### src/hdl/smc_pkg.sv
//Behaviour
// - power-on reset leaving clock-stop switches on power failure detection
// - clock-stop instruction honoured only with standby pin low, else nop
// - pin rising during clock-stop instruction: nop, execution continues
// - after pin rise, pin reset at next timer carry, stop or not
// - halt stops only instruction execution, peripherals keep running
// - clock-stop halts the oscillator, cpu and all peripherals stop
// - peripheral control register held in halt, reset by valid clock-stop
// - halt freezes program counter; valid clock-stop clears and freezes it
// - clock-stop turns display off and bidirectional outputs back to inputs
// - halt keeps display driven, leaves halt on enabled key input
// - frequency synthesizer disabled whenever standby pin is low
// - host raises standby pin to request reset; the rise is the trigger
// - base timer carry flag set once every 125 ms
package smc_pkg;

  localparam int unsigned CLK_HZ       = 125_000_000;
  localparam int unsigned BT_PERIOD_MS = 125;
  localparam int unsigned BT_CYCLES    = (CLK_HZ / 1000) * BT_PERIOD_MS;
  localparam int unsigned BT_W         = 24;

  localparam logic [7:0] OFF_CTRL     = 8'h00;
  localparam logic [7:0] OFF_STATUS   = 8'h04;
  localparam logic [7:0] OFF_IRQ_STAT = 8'h08;
  localparam logic [7:0] OFF_IRQ_MASK = 8'h0C;
  localparam logic [7:0] OFF_PORT     = 8'h10;

  // peripheral control register fields
  localparam int unsigned CTRL_W       = 4;
  localparam int unsigned CTRL_SYNTH   = 0;
  localparam int unsigned CTRL_LCD     = 1;
  localparam int unsigned CTRL_DIR_LO  = 2;
  localparam logic [CTRL_W-1:0] CTRL_INIT = 4'h0;

  // port data register: bidir data [1:0], output-only data [5:2]
  localparam int unsigned PORT_W      = 6;
  localparam int unsigned PORT_OUT_LO = 2;
  localparam logic [PORT_W-1:0] PORT_INIT = 6'h00;

  // status register fields
  localparam int unsigned ST_STATE_LO = 0;
  localparam int unsigned ST_PIN      = 2;
  localparam int unsigned ST_PEND     = 3;
  localparam int unsigned ST_PFD      = 4;

  // interrupt status / mask bits
  localparam int unsigned IRQ_W       = 4;
  localparam int unsigned IRQ_CARRY   = 0;
  localparam int unsigned IRQ_PINRST  = 1;
  localparam int unsigned IRQ_STOPNOP = 2;
  localparam int unsigned IRQ_HALTREL = 3;
  localparam logic [IRQ_W-1:0] IRQ_INIT = 4'h0;

  typedef enum logic [1:0] {
    SMC_RUN  = 2'b00,
    SMC_HALT = 2'b01,
    SMC_STOP = 2'b11,
    SMC_WAKE = 2'b10
  } smc_state_t;

  typedef struct packed {
    smc_state_t        st;
    logic              pend;
    logic              hk;
    logic              ht;
    logic              pfd;
    logic              pc_clr;
    logic              rst_pulse;
    logic              init_pulse;
    logic [CTRL_W-1:0] ctrl;
    logic [PORT_W-1:0] port;
    logic [IRQ_W-1:0]  irq;
    logic [IRQ_W-1:0]  mask;
    logic [31:0]       rdata;
  } smc_regs_t;

  typedef struct packed {
    logic [BT_W-1:0] cnt;
    logic            carry;
  } smc_bt_t;

  typedef struct packed {
    logic prev;
    logic rise;
  } smc_edge_t;

endpackage

### src/hdl/smc_base_timer.sv
`timescale 1ns/1ps
module smc_base_timer
  import smc_pkg::*;
#(
  parameter int unsigned CYCLES = BT_CYCLES
) (
  // clock and reset
  input  wire logic core_clk,
  input  wire logic rst,
  // control
  input  wire logic run,
  // carry pulse
  output logic      carry
);

  smc_bt_t s_r;
  smc_bt_t s_nxt;

  always_comb begin
    s_nxt = s_r;
    s_nxt.carry = 1'b0;
    // frozen while the oscillator is stopped
    if (run) begin
      if (s_r.cnt == BT_W'(CYCLES - 1)) begin
        s_nxt.cnt   = '0;
        s_nxt.carry = 1'b1;
      end else begin
        s_nxt.cnt = s_r.cnt + BT_W'(1);
      end
    end
  end

  always_ff @(posedge core_clk or posedge rst) begin
    if (rst) begin
      s_r <= '0;
    end else begin
      s_r <= s_nxt;
    end
  end

  assign carry = s_r.carry;

endmodule // smc_base_timer

### src/hdl/smc_edge_det.sv
`timescale 1ns/1ps
module smc_edge_det
  import smc_pkg::*;
(
  // clock and reset
  input  wire logic core_clk,
  input  wire logic rst,
  // level in, rise pulse out
  input  wire logic level,
  output logic      rise
);

  smc_edge_t s_r;
  smc_edge_t s_nxt;

  always_comb begin
    s_nxt.prev = level;
    s_nxt.rise = level & ~s_r.prev;
  end

  // prev starts high so a pin already high at reset gives no spurious reset
  always_ff @(posedge core_clk or posedge rst) begin
    if (rst) begin
      s_r <= '{prev: 1'b1, rise: 1'b0};
    end else begin
      s_r <= s_nxt;
    end
  end

  assign rise = s_r.rise;

endmodule // smc_edge_det

### src/hdl/smc_top.sv
// The address map and the APB slave port were decided locally.
`timescale 1ns/1ps
module smc_top
  import smc_pkg::*;
#(
  parameter int unsigned BT_CYCLES_P = BT_CYCLES
) (
  // clock and reset
  input  wire logic        core_clk,
  input  wire logic        rst,
  // apb slave
  input  wire logic        psel,
  input  wire logic        penable,
  input  wire logic        pwrite,
  input  wire logic [7:0]  paddr,
  input  wire logic [31:0] pwdata,
  output logic [31:0]      prdata,
  output logic             pready,
  output logic             pslverr,
  // cpu instruction side
  input  wire logic        halt_exec,
  input  wire logic        halt_key_en,
  input  wire logic        halt_timer_en,
  input  wire logic        stop_exec,
  output logic             cpu_exec_en,
  output logic             pc_hold,
  output logic             pc_clear,
  output logic             periph_init,
  // power and standby pin
  input  wire logic        por_evt,
  input  wire logic        standby_pin,
  output logic             pin_reset,
  output logic             pfd_en,
  // clocking and timer
  output logic             osc_en,
  output logic             base_timer_carry_flag,
  // peripherals
  input  wire logic [2:0]  key_in,
  input  wire logic [1:0]  bidir_port_pins_i,
  output logic [1:0]       bidir_port_pins_o,
  output logic [1:0]       bidir_port_pins_oe,
  output logic [3:0]       out_port,
  output logic             synth_en,
  output logic             lcd_drive_en,
  // interrupt
  output logic             irq
);

  smc_regs_t r_r;
  smc_regs_t r_nxt;

  logic carry;
  logic pin_rise;
  logic timer_run;
  logic wr_acc;
  logic rd_setup;
  logic mapped;
  logic stop_ok;
  logic stop_nop;
  logic halt_rel;
  logic [IRQ_W-1:0] ev;

  // next state, so no carry slips out on the edge that stops the oscillator
  assign timer_run = (r_nxt.st != SMC_STOP);

  smc_base_timer #(
    .CYCLES (BT_CYCLES_P)
  ) u_bt (
    .core_clk (core_clk),
    .rst      (rst),
    .run      (timer_run),
    .carry    (carry)
  );

  smc_edge_det u_edge (
    .core_clk (core_clk),
    .rst      (rst),
    .level    (standby_pin),
    .rise     (pin_rise)
  );

  // zero-wait slave; read data captured in the setup phase
  assign pready   = 1'b1;
  assign mapped   = (paddr == OFF_CTRL) || (paddr == OFF_STATUS) ||
                    (paddr == OFF_IRQ_STAT) || (paddr == OFF_IRQ_MASK) ||
                    (paddr == OFF_PORT);
  assign pslverr  = psel & penable & ~mapped;
  assign wr_acc   = psel & penable & pwrite & mapped;
  assign rd_setup = psel & ~penable & ~pwrite;

  // a stop that meets a high pin degrades to a nop
  assign stop_ok  = stop_exec & (r_r.st == SMC_RUN) & ~standby_pin;
  assign stop_nop = stop_exec & (r_r.st == SMC_RUN) & standby_pin;

  assign halt_rel = (r_r.st == SMC_HALT) &&
                    ((r_r.hk && (key_in != 3'b000)) ||
                     (r_r.ht && carry));

  always_comb begin
    ev = '0;
    ev[IRQ_CARRY]   = carry;
    ev[IRQ_PINRST]  = r_r.pend & carry;
    ev[IRQ_STOPNOP] = stop_nop;
    ev[IRQ_HALTREL] = halt_rel;
  end

  always_comb begin
    r_nxt = r_r;
    r_nxt.pc_clr     = 1'b0;
    r_nxt.rst_pulse  = 1'b0;
    r_nxt.init_pulse = 1'b0;

    // register writes at the access edge
    if (wr_acc) begin
      case (paddr)
        OFF_CTRL: begin
          r_nxt.ctrl = pwdata[CTRL_W-1:0];
        end
        OFF_STATUS: begin
          if (pwdata[ST_PFD]) begin
            r_nxt.pfd = 1'b0;
          end
        end
        OFF_IRQ_STAT: begin
          r_nxt.irq = r_r.irq & ~pwdata[IRQ_W-1:0];
        end
        OFF_IRQ_MASK: begin
          r_nxt.mask = pwdata[IRQ_W-1:0];
        end
        OFF_PORT: begin
          r_nxt.port = pwdata[PORT_W-1:0];
        end
        default: begin
        end
      endcase
    end
    // set wins over a same-cycle clear
    r_nxt.irq = r_nxt.irq | ev;

    // a rise is remembered until the next carry
    if (pin_rise) begin
      r_nxt.pend = 1'b1;
    end

    case (r_r.st)
      SMC_RUN: begin
        if (stop_ok) begin
          r_nxt.st         = SMC_STOP;
          r_nxt.ctrl       = CTRL_INIT;
          r_nxt.init_pulse = 1'b1;
          r_nxt.pc_clr     = 1'b1;
        end else if (halt_exec) begin
          r_nxt.st = SMC_HALT;
          r_nxt.hk = halt_key_en;
          r_nxt.ht = halt_timer_en;
        end
      end
      SMC_HALT: begin
        // peripherals and ctrl untouched here
        if (halt_rel) begin
          r_nxt.st = SMC_RUN;
        end
      end
      SMC_STOP: begin
        // oscillator restarts on pin rise, reset waits for the carry
        if (pin_rise) begin
          r_nxt.st = SMC_WAKE;
        end
      end
      SMC_WAKE: begin
      end
      default: begin
        r_nxt.st = SMC_RUN;
      end
    endcase

    // pin reset only on a carry, even with no stop before it
    if (r_r.pend && carry && r_r.st != SMC_STOP) begin
      r_nxt.st         = SMC_RUN;
      r_nxt.pend       = pin_rise;
      r_nxt.rst_pulse  = 1'b1;
      r_nxt.pc_clr     = 1'b1;
      r_nxt.init_pulse = 1'b1;
      r_nxt.ctrl       = CTRL_INIT;
      r_nxt.hk         = 1'b0;
      r_nxt.ht         = 1'b0;
    end

    // power-on reset out of clock-stop arms power failure detection
    if (por_evt) begin
      if (r_r.st == SMC_STOP) begin
        r_nxt.pfd = 1'b1;
      end
      r_nxt.st         = SMC_RUN;
      r_nxt.pend       = 1'b0;
      r_nxt.pc_clr     = 1'b1;
      r_nxt.init_pulse = 1'b1;
      r_nxt.ctrl       = CTRL_INIT;
      r_nxt.hk         = 1'b0;
      r_nxt.ht         = 1'b0;
    end

    // read data latched at setup so prdata is a flop in access
    if (rd_setup) begin
      r_nxt.rdata = 32'h0000_0000;
      case (paddr)
        OFF_CTRL: begin
          r_nxt.rdata[CTRL_W-1:0] = r_r.ctrl;
        end
        OFF_STATUS: begin
          r_nxt.rdata[ST_STATE_LO+1:ST_STATE_LO] = r_r.st;
          r_nxt.rdata[ST_PIN]  = standby_pin;
          r_nxt.rdata[ST_PEND] = r_r.pend;
          r_nxt.rdata[ST_PFD]  = r_r.pfd;
        end
        OFF_IRQ_STAT: begin
          r_nxt.rdata[IRQ_W-1:0] = r_r.irq;
        end
        OFF_IRQ_MASK: begin
          r_nxt.rdata[IRQ_W-1:0] = r_r.mask;
        end
        OFF_PORT: begin
          r_nxt.rdata[1:0] = bidir_port_pins_i;
          r_nxt.rdata[PORT_W-1:PORT_OUT_LO] =
            r_r.port[PORT_W-1:PORT_OUT_LO];
        end
        default: begin
        end
      endcase
    end
  end

  always_ff @(posedge core_clk or posedge rst) begin
    if (rst) begin
      r_r <= '{st: SMC_RUN, pend: 1'b0, hk: 1'b0, ht: 1'b0, pfd: 1'b0,
               pc_clr: 1'b0, rst_pulse: 1'b0, init_pulse: 1'b0,
               ctrl: CTRL_INIT, port: PORT_INIT, irq: IRQ_INIT,
               mask: IRQ_INIT, rdata: 32'h0000_0000};
    end else begin
      r_r <= r_nxt;
    end
  end

  // outputs
  assign prdata      = r_r.rdata;
  assign cpu_exec_en = (r_r.st == SMC_RUN);
  assign pc_hold     = (r_r.st != SMC_RUN);
  assign pc_clear    = r_r.pc_clr;
  assign periph_init = r_r.init_pulse;
  assign pin_reset   = r_r.rst_pulse;
  assign pfd_en      = r_r.pfd;
  assign osc_en      = (r_r.st != SMC_STOP);

  assign base_timer_carry_flag = carry;

  // synthesizer needs the pin high; software may still switch it off
  assign synth_en = r_r.ctrl[CTRL_SYNTH] & standby_pin & osc_en;

  // display stays on through halt, goes dark in clock-stop
  assign lcd_drive_en = r_r.ctrl[CTRL_LCD] & osc_en;

  // bidir pins fall back to inputs once the direction bits are initialised
  assign bidir_port_pins_o  = r_r.port[1:0];
  assign bidir_port_pins_oe = r_r.ctrl[CTRL_DIR_LO+1:CTRL_DIR_LO] &
                              {2{osc_en}};

  // output-only data is held across clock-stop
  assign out_port = r_r.port[PORT_W-1:PORT_OUT_LO];

  assign irq = |(r_r.irq & r_r.mask);

endmodule // smc_top

### config.mk
export PLATFORM = sky130hd
export DESIGN_NAME = smc_top
export DESIGN_NICKNAME = d
export VERILOG_FILES = /design/src/hdl/smc_pkg.sv /design/src/hdl/smc_base_timer.sv /design/src/hdl/smc_edge_det.sv /design/src/hdl/smc_top.sv
export SDC_FILE = /design/constraint.sdc
export NUM_CORES = 1
export LEC_CHECK = 0
export BUFFER_PORTS_ARGS = -buffer_cell sky130_fd_sc_hd__buf_4
export CORE_ASPECT_RATIO = 1.75
export CORE_UTILIZATION = 45
export DETAILED_ROUTE_END_ITERATION = 16
export GPL_TIMING_DRIVEN = 0
export PLACE_DENSITY = 0.78
export SYNTH_ARGS = -nofsm -noshare
export SYNTH_HDL_FRONTEND = slang
export SYNTH_SLANG_ARGS = --single-unit
export TNS_END_PERCENT = 100
### constraint.sdc
create_clock -name core_clk -period 2.25 [get_ports core_clk]
set_clock_uncertainty 0.05 [all_clocks]
set_input_delay 0 -clock core_clk [delete_from_list [all_inputs] [get_ports core_clk]]
set_output_delay 0 -clock core_clk [all_outputs]
set_load 0.03 [all_outputs]
-- Word-level counts from Yosys, hierarchy flattened
Index checks and enable logic that the tools add are counted.
- add/sub/neg operators: 1
- multipliers: 0
- divide/modulo/power cells: 0
- magnitude comparators: 0
- equality and inequality tests: 10
- shift operators: 0
- multiplexer cells: 32
- bitwise logic cells: 24
- reductions and logical operators: 21
- operator list (kind ; number):
    24-bit by 1-bit adder with 24-bit output, second input constant ; 1
    24-bit equality test, second input constant ; 1
    24-bit two-way mux ; 1
    5-bit two-way mux ; 4
    4-bit one-hot mux with 5 select lines ; 1
    18-bit two-way mux ; 1
    8-bit by 4-bit equality test with 1-bit output, second input constant ; 2
    1-bit bitwise AND ; 14
    2-bit two-way mux ; 7
    7-bit two-way mux ; 2
    4-bit two-way mux ; 3
    3-bit nonzero test ; 4
    1-bit two-way mux ; 10
    4-bit bitwise AND ; 2
    8-bit by 3-bit equality test with 1-bit output, second input constant ; 1
    8-bit by 5-bit equality test with 1-bit output, second input constant ; 1
    8-bit zero test ; 1
    6-bit two-way mux ; 1
    2-bit one-hot mux with 3 select lines ; 1
    1-bit logical AND ; 5
    1-bit logical OR ; 5
    1-bit NOT ; 5
    2-bit != test, second input constant ; 2
    4-bit NOT ; 1
    11 further kinds ; 12
- flip-flop bits (word level): 60
- latch bits: 0
- bits in writable memories: 0
- ROM bits: 0
- input port bits: 56
- output and inout port bits: 53
- word-level logic and storage cells: 105
- memories kept: 0

-- Depth between registers and ports, before layout
- depth after elaboration: 13
- depth in mapped cells: 7
- depth with buffers taken out: 6

-- Cells and area by module
Synthesis repeated with hierarchy kept, for this count alone.
- cells, all modules: 320
- area, all modules: 3289.4 µm²
- modules (own cells, without submodules) (module ; instances ; cells an instance ; area an instance (µm²)):
    smc_top ; 1 ; 185 ; 1918.1
    smc_base_timer ; 1 ; 131 ; 1302.5
    smc_edge_det ; 1 ; 4 ; 68.8

-- Least setup slack after synthesis
Ideal clock, no wire load.
- path kind: register to register
- start point: register r_r[58] (netlist bit)
- end point: register u_bt.s_r[1] (netlist bit)
- setup time: 125 ps
- arrival time: 1850 ps
- required time: 2075 ps
- slack: 226 ps
- stages on the path, launching flop included: 7
- buffers on the path: 2
- cell sequence: dfrtp_1 > buf_6 > or4b_4 > a221oi_4 > buf_6 > nor2_1 > mux2_2
- word-level cells in the longest chain between the ends: 8
- elaborated cells between the ends (all ways): 16
- RTL lines (item ; line ; RTL):
    from (decl) ; smc_top.sv:49 ; smc_regs_t r_r;
    from (signal assigned) ; smc_top.sv:235 ; r_r <= '{st: SMC_RUN, pend: 1'b0, hk: 1'b0, ht: 1'b0, pfd: 1'b0,
    from (signal assigned) ; smc_top.sv:240 ; r_r <= r_nxt;
    2-bit zero test ; smc_top.sv:92, smc_top.sv:145 ;
    1-bit bitwise AND (2 in series) ; smc_top.sv:92 ; assign stop_ok = stop_exec & (r_r.st == SMC_RUN) & ~standby_pin;
    2-bit two-way mux ; smc_top.sv:147 ; if (stop_ok) begin
    2-bit one-hot mux with 3 select lines ; smc_top.sv:145 ; case (r_r.st)
    5-bit two-way mux * ; smc_top.sv:178 ; if (r_r.pend && carry && r_r.st != SMC_STOP) begin
    7-bit two-way mux * ; smc_top.sv:190 ; if (por_evt) begin
    2-bit != test * ; smc_top.sv:64 ; assign timer_run = (r_nxt.st != SMC_STOP);
    to (signal assigned) ; smc_base_timer.sv:37 ; s_r <= s_nxt;
    to (decl) ; smc_base_timer.sv:16 ; smc_bt_t s_r;
Every way passes the cells marked *; elsewhere a longest branch is shown, timed or not.
A chain may end at the register's enable or synchronous reset.

-- Final worst setup path
- start point: register r_r[57] (netlist bit)
- end point: register u_bt.s_r[1] (netlist bit)
The elaborated chain is that of the path after synthesis.

==> metrics.md <==
| Metric | Value |
|---|---|
| Status | finished, final reports clean |
| Final net count | 495 |
| Max-Cap Viols | 0 |
| Post-Syn Area per Cell | 10.1 um^2 |
| Unique cell type count in the Yosys netlist | 52 |
| Antenna violations before repair | 0 |
| Total overflow reported by the global router | 0 |
| Crit Reg-Reg Endpoint | u_bt.s_r[1] |
| RSZ-0062 raised after global routing | yes |
| Worst Reg-to-Reg Cells | 6 |
| DRC Markers | 0 |
| Multi-input gate area | 0.00157 mm^2 |
| Synth Area in Simple Gates | 20.3% |
| Synth Area in Adders | 0.376% |
| Setup crit start | r_r[57] |
| DR WL/cell | 15.3 um |
| Max-slew violations | 0 |
| Share of layout cells above drive strength 1 | 33.0% |
| Pin count of the biggest net entering global routing | 43 |
| Pwr Density | 721 mW/mm^2 |
| Initial core utilization | 46.4% |
| Post-Route Setup TNS | 0 ns |
| Crit-path cells | buf_2 -> or4b_4 -> a221oi_4 -> buf_6 -> nor2_1 -> mux2_2 |
| #FFs+latches synth | 59 |
| Clock Path Buffers | 2 |
| Synth Area in XOR/XNOR | 2.10% |
| CTS Buf Count | 9 |
| Max IR drop VDD | 399 uV |
| Worst-path clk slew | 0.05 ns |
| Synthesized cell area | 0.00333 mm^2 |
| IO Port Bufs | 53 |
| Pre-antenna DRT Iters | 5 |
| Normalized max-slew margin | 54.6% |
| Reg area | 0.00148 mm^2 |
| FMAX | 456 MHz |
| Skew-Pair Late Insertion Delay | 0.32 ns |
| Global-route wire length before repair | 12800 um |
| H-tree levels | 3 |
| Async SR Flop Fraction | 100% |
| Cells after Synth | 331 |
| CP Class | register to register |
| DP Wirelength | 5820 um |
| Via count | 2831 |
| Vias per Instance | 5.35 |
| Die width | 67.0 um |
| Period minus WS final | 2.19 ns |
| Min-Delay Path Class | input port to register |
| Initial DRC Count | 114 |
| Most common flop cell mapped by yosys | dfrtp_1 |
| Worst EP required | 2.40 ns |
| Core Area | 0.00718 mm^2 |
| Crit-path slowest cell | or4b_4 |
| Die Ht | 116 um |
| CP Capture Type | register |
| Clock sinks | 59 |
| Cell Rows | 41 |
| EDFF count, synth | 0 |
| FF-to-FF setup slack | 0.06 ns |
| Mux cell area share after synthesis | 9.17% |
| Pin slew with the least headroom to its limit | 0.672 ns |
| GRT Overall Usage | 22.3% |
| TritonCTS clock tree | done |
| Critical Path Fanout Max | 9 |
| Synth Area in Compound Gates | 11.3% |
| P&R area growth vs syn | 33.5% |
| Final setup violation count | 0 |
| CP arrival | 2.35 ns |
| Post-route ant nets | 0 |
| Final GP Congestion | 0.886 |
| Largest family of logic cells by synthesized area | simple AND/OR/NAND/NOR gates |
| Crit start category | register |
| Root Driver | clkbuf_16 |
| Drt total wl | 8090 um |
| Leakage | 2.18 nW |
| # diodes | 0 |
| Vias in the first global route | 2834 |
| Die area | 0.00776 mm^2 |
| # IOs | 109 |
| Worst setup path end | u_bt.s_r[1] |
| Yosys warning count | 0 |
| Final hold vios | 0 |
| Slowest stage delay, CP | 0.56 ns |
| Fill count | 581 |
| FF-to-FF Start | r_r[57] |
| Post-Route Utilization | 61.9% |
| Period utilization | 97.5% |
| Sequential share of the synthesized area | 44.4% |
## through the flow
stage / total power [mW] / cell area [um^2] / hold slack (ns) / std cells / setup WS [ns]
global placement: 1.86 / 3930 / 0.111 / 495 / -0.0660
CTS: 3.22 / 4400 / 0.0100 / 527 / 0.0152
floorplan: 1.71 / 3420 / -0.0455 / 356 / 0.226
detailed placement: 1.89 / 3950 / -0.0262 / 496 / -0.106
finish: 3.20 / 4450 / 0.0245 / 529 / 0.0573
global route: 3.35 / 4450 / 0.0351 / 529 / -0.0181
## kinds of logic (layout without fill, tap and decap cells)
| group | Yosys count | count (layout) |
|---|---|---|
| AO/OA/AOI/OAI | 52 | 52 |
| XOR/XNOR | 8 | 8 |
| adder cells (fa/ha/maj) | 1 | 1 |
| buffers and inverters | 63 | 150 |
| flip-flops | 59 | 59 |
| multiplexers | 24 | 24 |
| other | 2 | 27 |
| AND/OR/NAND/NOR | 122 | 122 |
## sequential cells by signal (all words and copies together), names as in the netlist
signal,count
periph_init,1
bidir_port_pins_o,2
u_edge.s_r,1
u_bt.carry,1
prdata,6
out_port,4
u_edge.rise,1
pfd_en,1
r_r,17
pin_reset,1
u_bt.s_r,24
## synthesized netlist by cell type (5+ instances only)
| master | count | area [um^2] |
|---|---|---|
| nand2_1 | 23 | 86.3 |
| nand4_1 | 8 | 50.1 |
| clkbuf_1 | 6 | 22.5 |
| nand3_1 | 13 | 65.1 |
| a21o_1 | 6 | 45.0 |
| a22o_1 | 6 | 52.6 |
| nor3_1 | 5 | 25.0 |
| o21ai_0 | 8 | 40.0 |
| xnor2_1 | 7 | 61.3 |
| and3_1 | 5 | 31.3 |
| dfrtp_1 | 58 | 1450 |
| and2_1 | 6 | 37.5 |
| buf_4 | 40 | 300 |
| nor4_1 | 8 | 50.1 |
| mux2i_1 | 8 | 80.1 |
| nor2_1 | 29 | 109 |
| mux2_2 | 12 | 135 |
| inv_1 | 11 | 41.3 |
| a21oi_1 | 14 | 70.1 |
## power by group
| group | total, mW | switching (mW) | leakage (nW) | internal, mW |
|---|---|---|---|---|
| logic | 0.605 | 0.329 | 1.29 | 0.276 |
| clock network | 1.30 | 0.434 | 0.146 | 0.862 |
| registers | 1.30 | 0.126 | 0.749 | 1.18 |
| total | 3.20 | 0.889 | 2.18 | 2.31 |
## critical path: cells and delay by family, from the launching register on
kind,cells,cell delay (ns)
AND/OR/NAND/NOR,2,0.66
AO/OA/AOI/OAI,1,0.38
buffers and inverters,2,0.37
flip-flops,1,0.35
multiplexers,1,0.28
## worst min-delay path by stage
stage	startpoint	to	slack [ns]	cells past startpoint
2_1_floorplan	standby_pin	u_edge.s_r[1]	-0.05	0
3_3_place_gp	standby_pin	u_edge.s_r[1]	0.11	1
3_5_place_dp	rst	u_bt.s_r[20]	-0.03	2
4_1_cts	paddr[0]	pfd_en	0.01	4
5_1_grt	pwrite	prdata[4]	0.04	3
6_report	paddr[0]	pfd_en	0.02	4
## area by class of cell
type,instances,area share [%]
multi-input cells,234,35.3
plain buffers,52,8.22
clock inverters,1,0.113
well taps,86,2.42
repair buffers,71,13.3
clock buffers,15,6.47
flip-flops and latches,59,33.2
inverters,11,0.929
## metal layers
metal  vias up  GRT usage [%]  part of all wire [%]
li1       1330              -                     -
met1      1346           21.1                    35
met2       126           41.7                    56
met3        29           3.94                   5.1
met4         0           14.6                   3.6
met5         -              0                     0
## cells in the final DEF, fill, tap and decap left out, types with 3 or more instances in the layout
cell type	n
a22o_1	6
or3_1	4
nand4_1	8
nor4_1	5
mux2i_1	8
a21oi_1	14
and2_1	6
dfrtp_1	58
mux2_2	12
clkbuf_1	8
mux4_2	4
o21ai_0	8
and3_1	5
a21o_1	6
dlygate4sd3_1	14
nand2_1	23
buf_4	95
clkbuf_8	4
nand3_1	13
o21bai_1	3
nor2_1	29
nor3_1	5
buf_2	4
xnor2_1	7
o2bb2ai_1	4
inv_1	10
clkbuf_16	9
conb_1	27
a32oi_1	4
## what timing repair did
item,CTS,global route
hold endpoints to repair,48,0
hold buffers,14,0
buffers inserted,1,2
gates cloned,0,0
pin swaps,1,1
gates resized for setup,1,3
setup endpoints to repair,2,4
(Power assumes the default switching activity.)
